**src/include/flpe_defs.vh**
```
// constants for the fault-log and protection-enable register slice
// assumes a plain register port with one-cycle read latency at 100 MHz
`ifndef FLPE_DEFS_VH
`define FLPE_DEFS_VH

// ****************************************
// register map (byte addresses)
// ****************************************
`define FLPE_ADDR_W 12
`define FLPE_OFS_LOG_LO 12'h058
`define FLPE_OFS_LOG_HI 12'h05c
`define FLPE_OFS_PROT 12'h064

// ****************************************
// fields
// ****************************************
`define FLPE_SIZE_LSB 9
`define FLPE_SIZE_MSB 11
`define FLPE_BASE_LSB 12
`define FLPE_BASE_LO_W 20
`define FLPE_EN_BIT 31
`define FLPE_STS_BIT 0
`define FLPE_ZERO32 32'h0000_0000
`define FLPE_ZERO3 3'h0

// ****************************************
// timing
// ****************************************
`define FLPE_SETTLE_NS 20
`define FLPE_CLK_NS 10

`endif

```
**src/logic/flpe_sync2.v**
```verilog
// two-flop synchroniser for a level from another domain
// assumes the level is stable for several clk periods
`timescale 1ns/1ns
module flpe_sync2 (
	clk,
	rst_n,
	d,
	q
);
	input wire clk;
	input wire rst_n;
	input wire d;
	output reg q;
	reg meta_r;
	always @(posedge clk) begin
		if (!rst_n) begin
			meta_r <= 1'b0;
			q <= 1'b0;
		end else begin
			meta_r <= d;
			q <= meta_r;
		end
	end
endmodule // flpe_sync2

```
**src/logic/flpe_hold_reg.v**
```verilog
// one staged/active register pair: software stage and adopted copy
// assumes load is a one-cycle pulse from the same clock
`timescale 1ns/1ns
module flpe_hold_reg #(
	parameter W = 8
) (
	clk,
	rst_n,
	wr_en,
	wr_data,
	load,
	staged,
	active
);
	input wire clk;
	input wire rst_n;
	input wire wr_en;
	input wire [W-1:0] wr_data;
	input wire load;
	output reg [W-1:0] staged;
	output reg [W-1:0] active;
	always @(posedge clk) begin
		if (!rst_n) begin
			staged <= {W{1'b0}};
			active <= {W{1'b0}};
		end else begin
			if (wr_en) begin
				staged <= wr_data;
			end
			if (load) begin
				active <= staged;
			end
		end
	end
endmodule // flpe_hold_reg

```
**src/logic/flpe_regs.v**
```verilog
// fault-log base register and protected-region enable register
// assumes one clk, synchronous active-low reset, plain register port;
// capabilities are straps from the capability register, held stable
//
// Our own choice: the plain strobed port.
`timescale 1ns/1ns
`include "flpe_defs.vh"
module flpe_regs #(
	parameter HOST_ADDR_WIDTH = 48,
	parameter SETTLE_NS = `FLPE_SETTLE_NS
) (
	clk,
	rst_n,
	reg_addr,
	reg_wdata,
	reg_wr,
	reg_rd,
	reg_rdata,
	advanced_logging_capability,
	low_region_capability,
	high_region_capability,
	set_log_pointer_cmd,
	drain_done,
	log_base_active,
	log_size_active,
	log_pointer_set,
	protect_active,
	protect_block,
	remap_fault_block
);
	input wire clk;
	input wire rst_n;
	input wire [`FLPE_ADDR_W-1:0] reg_addr;
	input wire [31:0] reg_wdata;
	input wire reg_wr;
	input wire reg_rd;
	output reg [31:0] reg_rdata;
	input wire advanced_logging_capability;
	input wire low_region_capability;
	input wire high_region_capability;
	input wire set_log_pointer_cmd;
	input wire drain_done;
	output reg [63:0] log_base_active;
	output reg [2:0] log_size_active;
	output reg log_pointer_set;
	output reg protect_active;
	output reg protect_block;
	output reg remap_fault_block;

	localparam BW = HOST_ADDR_WIDTH - `FLPE_BASE_LSB;
	localparam [7:0] SETTLE_CYC = (SETTLE_NS + `FLPE_CLK_NS - 1) / `FLPE_CLK_NS;
	localparam ST_IDLE = 3'b001;
	localparam ST_DRAIN = 3'b010;
	localparam ST_SETTLE = 3'b100;

	// ****************************************
	// decode
	// ****************************************
	wire log_cap = advanced_logging_capability;
	wire prot_cap = low_region_capability | high_region_capability;
	wire wr_lo = reg_wr & (reg_addr == `FLPE_OFS_LOG_LO) & log_cap;
	wire wr_hi = reg_wr & (reg_addr == `FLPE_OFS_LOG_HI) & log_cap;
	wire wr_prot = reg_wr & (reg_addr == `FLPE_OFS_PROT) & prot_cap;
	wire drain_s;

	flpe_sync2 u_drain_sync (
		.clk(clk),
		.rst_n(rst_n),
		.d(drain_done),
		.q(drain_s)
	);

	// ****************************************
	// fault-log register
	// ****************************************
	// base split across two dwords; only HOST_ADDR_WIDTH-12 bits stored
	wire [BW-1:0] base_wdata;
	wire [BW-1:0] base_stage;
	wire [BW-1:0] base_act;
	wire [BW-1:0] base_cur;
	wire [2:0] size_stage;
	wire [2:0] size_act;
	wire [63:0] base_wide;
	wire [63:0] base_stage_wide;
	wire cmd_load = set_log_pointer_cmd & log_cap;

	assign base_wide = {{(64-BW){1'b0}}, base_stage};
	assign base_stage_wide = base_wide << `FLPE_BASE_LSB;
	assign base_cur = base_stage;
	assign base_wdata = wr_lo
		? {base_cur[BW-1:`FLPE_BASE_LO_W], reg_wdata[31:`FLPE_BASE_LSB]}
		: {reg_wdata[BW-`FLPE_BASE_LO_W-1:0], base_cur[`FLPE_BASE_LO_W-1:0]};

	flpe_hold_reg #(
		.W(BW)
	) u_base (
		.clk(clk),
		.rst_n(rst_n),
		.wr_en(wr_lo | wr_hi),
		.wr_data(base_wdata),
		.load(cmd_load),
		.staged(base_stage),
		.active(base_act)
	);

	flpe_hold_reg #(
		.W(3)
	) u_size (
		.clk(clk),
		.rst_n(rst_n),
		.wr_en(wr_lo),
		.wr_data(reg_wdata[`FLPE_SIZE_MSB:`FLPE_SIZE_LSB]),
		.load(cmd_load),
		.staged(size_stage),
		.active(size_act)
	);

	always @(posedge clk) begin
		if (!rst_n) begin
			log_base_active <= 64'h0;
			log_size_active <= `FLPE_ZERO3;
			log_pointer_set <= 1'b0;
		end else begin
			log_base_active <= {{(64-BW){1'b0}}, base_act} << `FLPE_BASE_LSB;
			log_size_active <= size_act;
			log_pointer_set <= cmd_load;
		end
	end

	// ****************************************
	// protection enable and status
	// ****************************************
	// status follows enable after a settle gap; only a rise of enable also waits for drain to complete
	reg [2:0] state_r;
	reg [2:0] state_nxt;
	reg en_r;
	reg sts_r;
	reg sts_nxt;
	reg [7:0] cnt_r;
	reg [7:0] cnt_nxt;

	always @* begin
		state_nxt = state_r;
		sts_nxt = sts_r;
		cnt_nxt = cnt_r;
		case (state_r)
			ST_IDLE: begin
				if (en_r != sts_r) begin
					state_nxt = en_r ? ST_DRAIN : ST_SETTLE;
					cnt_nxt = SETTLE_CYC;
				end
			end
			ST_DRAIN: begin
				if (drain_s) begin
					state_nxt = ST_SETTLE;
				end
			end
			ST_SETTLE: begin
				if (cnt_r <= 8'h01) begin
					sts_nxt = en_r;
					state_nxt = ST_IDLE;
				end else begin
					cnt_nxt = cnt_r - 8'h01;
				end
			end
			default: begin
				state_nxt = ST_IDLE;
			end
		endcase
	end

	always @(posedge clk) begin
		if (!rst_n) begin
			state_r <= ST_IDLE;
			en_r <= 1'b0;
			sts_r <= 1'b0;
			cnt_r <= 8'h00;
			protect_active <= 1'b0;
			protect_block <= 1'b0;
			remap_fault_block <= 1'b0;
		end else begin
			state_r <= state_nxt;
			sts_r <= sts_nxt;
			cnt_r <= cnt_nxt;
			if (wr_prot) begin
				en_r <= reg_wdata[`FLPE_EN_BIT];
			end
			protect_active <= sts_nxt;
			protect_block <= en_r | sts_nxt;
			remap_fault_block <= en_r | sts_nxt;
		end
	end

	// ****************************************
	// read port
	// ****************************************
	always @(posedge clk) begin
		if (!rst_n) begin
			reg_rdata <= `FLPE_ZERO32;
		end else if (reg_rd) begin
			reg_rdata <= `FLPE_ZERO32;
			if (log_cap && reg_addr == `FLPE_OFS_LOG_LO) begin
				reg_rdata <= base_stage_wide[31:0];
				reg_rdata[`FLPE_SIZE_MSB:`FLPE_SIZE_LSB] <= size_stage;
			end else if (log_cap && reg_addr == `FLPE_OFS_LOG_HI) begin
				reg_rdata <= base_stage_wide[63:32];
			end else if (reg_addr == `FLPE_OFS_PROT) begin
				reg_rdata[`FLPE_EN_BIT] <= en_r;
				reg_rdata[`FLPE_STS_BIT] <= sts_r;
			end
		end else begin
			reg_rdata <= `FLPE_ZERO32;
		end
	end
endmodule // flpe_regs

```
**config.mk**
```make
export PLATFORM = sky130hd
export DESIGN_NAME = flpe_regs
export DESIGN_NICKNAME = d
export VERILOG_FILES = /design/src/logic/flpe_sync2.v /design/src/logic/flpe_hold_reg.v /design/src/logic/flpe_regs.v
export VERILOG_INCLUDE_DIRS = /design/src /design/src/include
export SDC_FILE = /design/constraint.sdc
export NUM_CORES = 1
export LEC_CHECK = 0
export BUFFER_PORTS_ARGS = -buffer_cell sky130_fd_sc_hd__clkbuf_2
export CAP_MARGIN = 20
export CORE_ASPECT_RATIO = 0.8
export CORE_MARGIN = 2
export CORE_UTILIZATION = 45
export CTS_BUF_LIST = sky130_fd_sc_hd__clkbuf_2
export CTS_CLUSTER_DIAMETER = 40
export CTS_CLUSTER_SIZE = 10
export DETAILED_ROUTE_END_ITERATION = 8
export PLACE_DENSITY = 0.76
export SLEW_MARGIN = 40
export SYNTH_ARGS = -nofsm -noshare
export SYNTH_HDL_FRONTEND = slang
export SYNTH_SLANG_ARGS = --single-unit
```
**constraint.sdc**
```tcl
create_clock -name clk -period 2.2 [get_ports clk]
set_clock_uncertainty 0.15 [all_clocks]
set_input_delay 0.22 -clock clk [delete_from_list [all_inputs] [get_ports clk]]
set_output_delay 0.22 -clock clk [all_outputs]
set_load 0.03 [all_outputs]
```
# After elaboration in Yosys (flattened, before gate mapping)
# Cells that the tools add are included.
# W data, S select, Z words.
[totals]
register_bits = 194
latchBits = 0
ram_bits = 0
mem_bits_ro = 0
input_bits = 53
output_inout_bits = 103
mem_count = 0
[op_classes]
addsub = 1
mul = 0
div_mod_pow = 0
order_cmp = 1
eq_ne = 11
n_shift = 0
n_mux = 16
bitwise_logic = 14
n_reduce_logical = 10
[ops]
columns = ["cell", "n"]
rows = [
  ["$eq A12 B7 Y1 const B", 3],
  ["$mux W32", 1],
  ["$mux W8", 2],
  ["$pmux W8 S2", 1],
  ["$mux W15", 1],
  ["$mux W3", 4],
  ["$pmux W3 S3", 1],
  ["$le A8 B1 Y1 const B", 1],
  ["$sub A8 B1 Y8 const B", 1],
  ["$and A1 B1 Y1", 7],
  ["$mux W1", 6],
  ["$ne A2 B2 Y1 const B", 3],
  ["$reduce_and A2 Y1", 3],
  ["$reduce_and A3 Y1", 2],
  ["$not A1 Y1", 4],
  ["$reduce_or A4 Y1", 1],
  ["$eq A3 B1 Y1 const B", 1],
  ["$eq A3 B2 Y1 const B", 1],
  ["$eq A3 B3 Y1 const B", 1],
  ["$or A1 B1 Y1", 3],
  ["$reduce_or A3 Y1", 1],
  ["$logic_and A1 B1 Y1", 2],
  ["$ne A2 B1 Y1 const B", 1],
  ["$reduce_bool A2 Y1", 1],
  ["$ne A1 B1 Y1", 1],
]

# Longest topological paths before layout
# Gate-level depths: netlist (run 1).
[logic_depth]
depth_word = 5
ltp_mapped = 7
mapped_depth_nobuf = 6

# Cells and area by module
# From an unflattened synthesis (run 1), not the netlist that was laid out.
[hier_totals]
cells_unflattened = 585
area_unflattened_um2 = 6712.7
[by_module_without_submodules]
columns = ["mod", "instances", "cells_each", "area_per_inst_um2", "seq_area_each_um2"]
rows = [
  ["flpe_regs", 1, 331, 3656.0, 1721.7],
  ["flpe_hold_reg at u_base", 1, 232, 2786.4, 1441.4],
  ["flpe_hold_reg at u_size", 1, 18, 217.7, 120.1],
  ["flpe_sync2", 1, 4, 52.6, 40.0],
]

# Worst setup path before layout (run 1)
# No wires, ideal clock.
[synth_path]
path_type = "flip-flop to flip-flop"
from = "register cnt_r[7]"
to = "register sts_r"
setup_time_ns = 0.128
arrival_ns = 1.494
t_required_ns = 1.922
setup_slack_ns = 0.429
stages_incl_launch_ff = 6
cell_sequence = "dfxtp_1 or3_1 buf_2 or4b_4 mux2i_1 nor2_1"
[synth_between]
elab_chain_len = 3
[synth_lines]
columns = ["element", "line", "source"]
rows = [
  ["from (decl)", "flpe_regs.v:139", "reg [7:0] cnt_r;"],
  ["from (signal assigned)", "flpe_regs.v:184", "cnt_r <= cnt_nxt;"],
  ["$le A8 B1 Y1", "flpe_regs.v:159", "if (cnt_r <= 8'h01) begin"],
  ["$mux W1", "flpe_regs.v:159", ""],
  ["$mux W1", "flpe_regs.v:146", "case (state_r)"],
  ["to (signal assigned)", "flpe_regs.v:183", "sts_r <= sts_nxt;"],
  ["to (decl)", "flpe_regs.v:137", "reg sts_r;"],
]
# No other way between the ends.
# A chain may end at the register's enable or synchronous reset.

# Worst setup path in the final report (run 1)
[layout_path]
from = "input reg_addr[7]"
to = "register reg_rdata[15]"
[layout_between]
elab_chain_len = 4
elab_cells_between_ends = 6
[layout_lines]
columns = ["element", "line", "source"]
rows = [
  ["from (decl)", "flpe_regs.v:33", "input wire [`FLPE_ADDR_W-1:0] reg_addr;"],
  ["$eq A12 B7 Y1 (no source line)", "-", ""],
  ["$logic_and A1 B1 Y1 (no source line)", "-", ""],
  ["$mux W15", "flpe_regs.v:205", "end else if (log_cap && reg_addr == `FLPE_OFS_LOG_HI) begin"],
  ["$mux W32 *", "flpe_regs.v:202", "if (log_cap && reg_addr == `FLPE_OFS_LOG_LO) begin"],
  ["to (signal assigned)", "flpe_regs.v:203", "reg_rdata <= base_stage_wide[31:0];"],
  ["to (signal, indexed assignment)", "flpe_regs.v:204", "reg_rdata[`FLPE_SIZE_MSB:`FLPE_SIZE_LSB] <= size_stage;"],
  ["to (signal assigned)", "flpe_regs.v:206", "reg_rdata <= base_stage_wide[63:32];"],
  ["to (decl)", "flpe_regs.v:37", "output reg [31:0] reg_rdata;"],
]
# Mark *: on every way between the ends. The rest lies on a longest branch, timed or not.

==> flow_summary.ini, run 1 <==
[floorplan]
coreArea_um2 = 12200
dieArea_um2 = 13500
start_util_pct = 46.2
pin_count = 156
rows = 36
die_w_um = 129
die_y_um = 104

[job]
cap_violations = 0

[routing]
vias = 4280
wirelength_um = 13300
postRouteAntennaNets = 0
drcViolationCount = 0
viasPerCell = 4.87
drtPass1Iterations = 4
dr.first_iter.drc_count = 182
routedWlPerCell_um = 15.1

[cts]
clockRootBuffer = clkbuf_2
clock_latency_ns = 0.71
cts_sinks = 166
cts_buffers = 17
cts_tree = built
ctsResizeCount = 0
path_clk_slew_ns = 0.25
cts_buffer_depth = 2
h-tree-depth = 4

[placement]
dp_slack_ns = 0.110
gp_congestion = 0.824
port_buffers = 127
placed_area_um2 = 6360
dp.cells = 788
place_hpwl_um = 8290

[synthesis]
synth_flop_cell = dfxtp_1
syn_area_um2 = 5640
yosysUniqueCellTypes = 48
ys_seq_area_share_pct = 58.9
ys_async_sr_fraction_pct = 0
synth_edf_count = 0
synth_area_per_cell_um2 = 11.2
synth.ff_latch_count = 166
yosys_warnings = 0
syn_inst = 504

[min_path]
min_path_type = primary input to register
hp-start = reg_wdata[28]
whs_path_depth = 4
min_to = u_base.staged[16]$_SDFFE_PN0P_

[global_route]
antenna_found_initial = 0
grt_pass1_wl_um = 20600
overflow = 0
grt_max_degree = 48
grt_pass1_vias = 4233
globalRouteTotalUtil_pct = 19.8

[layout]
final_util_pct = 58.7
final_common_cell = dfxtp_1
diodes = 0
fillers = 1045
layoutNonFillerInstCount = 878
post_route_cells_drive_above_1_share_pct = 26.0
multi_input_area_um2 = 2060
nNetsFinal = 749
syn2layout_area_growth_pct = 27.1
design_area_um2 = 7170
final_cell_mix = 166 x dfxtp_1, 144 x clkbuf_2, 65 x and2_1, 63 x nor2_1, 55 x dlygate4sd3_1
seqCellArea_um2 = 3320

[timing]
relSlewSlack_pct = 53.0
setup_tns_ns = -0.0836
max_freq_mhz = 448
hold_viol = 0
rsz0062_at_grt = no
maxSlewViolCount = 0
min_period_over_period_pct = 101
hold_ws_ns = 0.127
finalSetupViolations = 3
setup_ws_ns = -0.0319
max_slew.worst_pin.slew_ns = 0.703
period_needed_ns = 2.23

[power_and_ir_drop]
p_leak_nw = 3.40
swShare_pct = 26.2
power_frac_seq_pct = 60.6
switching_power_mw = 1.34
powerDensity_nw_per_um2 = 715
power_frac_clock_pct = 31.1
peakVddDrop_mv = 0.501
fin_total_pwr_mw = 5.13
p_int_mw = 3.79
p_comb_share_pct = 8.3

[critical_path]
arrival_ns = 2.77
worstReg2RegEnd = cnt_r[4]$_SDFFE_PN0P_
rr_startpoint = cnt_r[0]$_SDFFE_PN0P_
r2r_cells = 7
end_kind = register
path_max_fanout = 7
crit_type = primary input to register
reg2reg_slack_ns = 0.22
startpoint_type = primary input
crit_required_ns = 2.74

[run_status]
violations = negative setup slack
status = finished, violations left
synth_stat cells, types with 3 or more instances:
library cell | instances | area (um^2)
nor3_1 | 4 | 20.0
buf_4 | 31 | 233
xor2_1 | 5 | 43.8
inv_1 | 7 | 26.3
clkbuf_1 | 17 | 63.8
o22a_1 | 39 | 342
dfxtp_1 | 166 | 3320
nor2_1 | 63 | 236
nand2_1 | 6 | 22.5
buf_2 | 5 | 25.0
o2111ai_1 | 3 | 26.3
mux2i_1 | 48 | 480
a21oi_1 | 4 | 20.0
and2_1 | 65 | 407
power groups by stage:
stage / Clock [mW] / Sequential (mW) / Combinational (mW)
6_report: 1.60 / 3.11 / 0.426
5_1_grt: 1.79 / 3.12 / 0.452
4_1_cts: 1.64 / 3.11 / 0.418
3_5_place_dp: 0 / 3.17 / 0.351
3_3_place_gp: 0 / 3.16 / 0.345
2_1_floorplan: 0 / 3.22 / 0.212
worst max-delay path, cell delays in order:
cell,delay [ns]
dlygate4sd3_1,0.54
clkbuf_2,0.13
nor4b_4,0.32
dlygate4sd3_1,0.61
nand4_2,0.10
buf_4,0.19
nor2_1,0.10
dlygate4sd3_1,0.55
logic make-up (layout without fill, tap and decap cells):
group           after synthesis  after routing  synth area share (%)
xor+xnor                      6              6                 0.931
fa+ha+maj                     2              2                 0.443
buf+inv                      62            238                  6.43
compound gates               58             58                  8.76
simple gates                161            161                  15.9
mux                          48             48                  8.52
other cells                   1             28                0.0665
flops                       166            166                  58.9
layer usage:
layer / wire (um) / up-vias / part of all wire, % / global-route usage (%)
met5: 0 / - / 0 / 0
met4: 248 / 0 / 1.9 / 7.22
met3: 727 / 25 / 5.5 / 7.56
met2: 6560 / 156 / 49 / 33.5
met1: 5720 / 2059 / 43 / 22.7
li1: - / 2040 / - / -
final cells by class:
type,instances,share of cell area (%)
clock buffers,17,1.19
well taps,171,2.98
repair buffers,198,18.2
clock inverters,15,2.13
inverters,8,0.419
flip-flops and latches,166,46.4
multi-input cells,303,28.7
timing repair:
item,in CTS,in global routing
hold buffers,53,2
setup endpoints to repair,0,4
endpoints found under the hold margin,155,2
buffers inserted,0,3
sequential cells by signal (all words and copies together), names as in the netlist:
name and cells:
u_size.staged 3, cnt_r 8, u_drain_sync.q 1, u_base.active 36, u_base.staged 36, u_size.active 3, en_r 1, remap_fault_block 1
log_pointer_set 1, u_drain_sync.meta_r 1, reg_rdata 32, state_r 3, log_base_active 36, sts_r 1, log_size_active 3
worst max-delay path by stage:
stage                                    end                  start  depth (start not counted)
global placement       cnt_r[4]$_SDFFE_PN0P_  cnt_r[0]$_SDFFE_PN0P_                          6
floorplan                   sts_r$_SDFF_PN0_  cnt_r[7]$_SDFFE_PN0P_                          5
global route        reg_rdata[12]$_SDFF_PN0_            reg_addr[7]                          8
detailed placement     cnt_r[4]$_SDFFE_PN0P_  cnt_r[0]$_SDFFE_PN0P_                          6
CTS                 reg_rdata[12]$_SDFF_PN0_           reg_addr[11]                          8
finish              reg_rdata[15]$_SDFF_PN0_            reg_addr[7]                          8
(Power assumes the default switching activity.)
==> run 2, diff against run 1 <==
PLACE_DENSITY = 0.79   (was 0.76)
RECOVER_POWER = 100   (was not set)
clock period = 2 ns   (was 2.2 ns; I/O delays follow)
==> flow_summary.ini, run 2 (synthesis gave the netlist of run 1 again) <==
[timing]
period_needed_ns = 2.05
hold_ws_ns = 0.0637
setup_ws_ns = -0.0503
rsz0062_at_grt = yes
maxSlewViolCount = 0
relSlewSlack_pct = 56.1
hold_viol = 0
max_slew.worst_pin.slew_ns = 0.659
min_period_over_period_pct = 103
finalSetupViolations = 1
max_freq_mhz = 488

[floorplan]
coreArea_um2 = 12200
dieArea_um2 = 13500
die_y_um = 104
pin_count = 156
die_w_um = 129
rows = 36
start_util_pct = 46.2

[critical_path]
startpoint_type = primary input
arrival_ns = 2.51
end_kind = register
path_max_fanout = 9
crit_type = primary input to register
crit_required_ns = 2.46

[power_and_ir_drop]
p_leak_nw = 3.06
peakVddDrop_mv = 0.560
powerDensity_nw_per_um2 = 783
fin_total_pwr_mw = 5.50

[cts]
path_clk_slew_ns = 0.20
h-tree-depth = 4
cts_buffers = 17
clockRootBuffer = clkbuf_2
cts_tree = built
cts_buffer_depth = 2
clock_latency_ns = 0.70
cts_sinks = 166

[routing]
met1_length_um = 5810
vias = 4179
dr_wl_met3_um = 788
routedWlPerCell_um = 15.2
drtPass1Iterations = 5
met2_length_um = 6480
drcViolationCount = 0
top_layer = met4
wirelength_um = 13300
viasPerCell = 4.78
dr.first_iter.drc_count = 180
postRouteAntennaNets = 0

[layout]
nNetsFinal = 746
post_route_cells_drive_above_1_share_pct = 15.2
diodes = 0
layoutNonFillerInstCount = 875
design_area_um2 = 7020
final_common_cell = dfxtp_1
final_util_pct = 57.5
final_cell_mix = 164 x dfxtp_1, 77 x clkbuf_1, 71 x clkbuf_2, 62 x nor2_1, 51 x dlygate4sd3_1
syn2layout_area_growth_pct = 24.5
top_regs = log_base_active (36), u_base.active (36), u_base.staged (36)

[global_route]
grt_pass1_wl_um = 20900
antenna_found_initial = 0
overflow = 0
grt_pass1_vias = 4245
globalRouteTotalUtil_pct = 20.2
grt_max_degree = 48

[job]
cap_violations = 0

[placement]
place_hpwl_um = 8530
placed_area_um2 = 6400
dp.cells = 790
port_buffers = 127
gp_congestion = 0.782

[min_path]
min_path_type = primary input to register

[run_status]
status = finished, violations left
violations = negative setup slack
[run 2: cell count changes in the layout (fill, tap and decap cells not counted), moves of 3 or more]
cell           before  now
and2_0              0   44
and2_1             65   21
buf_4              16   10
clkbuf_1            0   77
clkbuf_2          144   71
clkbuf_4            0    3
clkinv_1            3    7
dlygate4sd3_1      55   51
inv_6               3    0
[run 2: worst max-delay path: stages]
cell           delay, ns
dlygate4sd3_1       0.54
clkbuf_2            0.15
and4b_1             0.23
dlygate4sd3_1       0.60
nand4_2             0.12
clkbuf_1            0.16
nor2_1              0.05
clkbuf_4            0.18
a22o_1              0.27
[run 2: area by class of cell]
type	instances	area, um^2
clock inverter	13	114
clock buffer	19	95.1
sequential	166	3330
timing repair buffer	195	1180
multi-input combinational	303	2060
inverter	8	30.0
tap	171	214
fill	1063	5180
[run 2: path summary, 6_finish.rpt]
path                                                    start                        endpoint  slack [ns]  depth (start not counted)
worst max-delay path              advanced_logging_capability         reg_rdata[0]$_SDFF_PP0_       -0.05                          9
worst min-delay path                             reg_addr[11]        reg_rdata[31]$_SDFF_PN0_        0.06                          5
worst max register to register          cnt_r[1]$_SDFFE_PN0P_    remap_fault_block$_SDFF_PN0_        0.11                          6
worst min register to register  u_base.active[3]$_SDFFE_PN0P_  log_base_active[15]$_SDFF_PN0_        0.32                          1
[run 2: routing by layer]
metal	track usage, %	vias up
li1	-	2033
met1	24.8	1985
met2	33.3	142
met3	5.97	19
met4	7.84	0
met5	0	-
[run 2: timing repair]
item                                   CTS  global route
endpoints found under the hold margin  161             0
gates resized for setup                  0             4
setup buffers                            1             1
pin swaps                                1             2
setup endpoints to repair                3            15
hold buffers                            51             0
[run 2: through the flow]
step                setup TNS, ns  setup slack, ns
global route              -0.0180          -0.0102
detailed placement       -0.00577         -0.00577
floorplan                       0            0.229
global placement                0            0.166
finish                    -0.0503          -0.0503
CTS                             0           0.0109
[run 2: where the power goes]
part	leakage (nW)	total, mW	switching, mW	internal [mW]
Combinational	1.58	0.458	0.282	0.177
Clock	0.133	1.63	1.07	0.552
Sequential	1.35	3.41	0.0188	3.40
Total	3.06	5.50	1.37	4.12
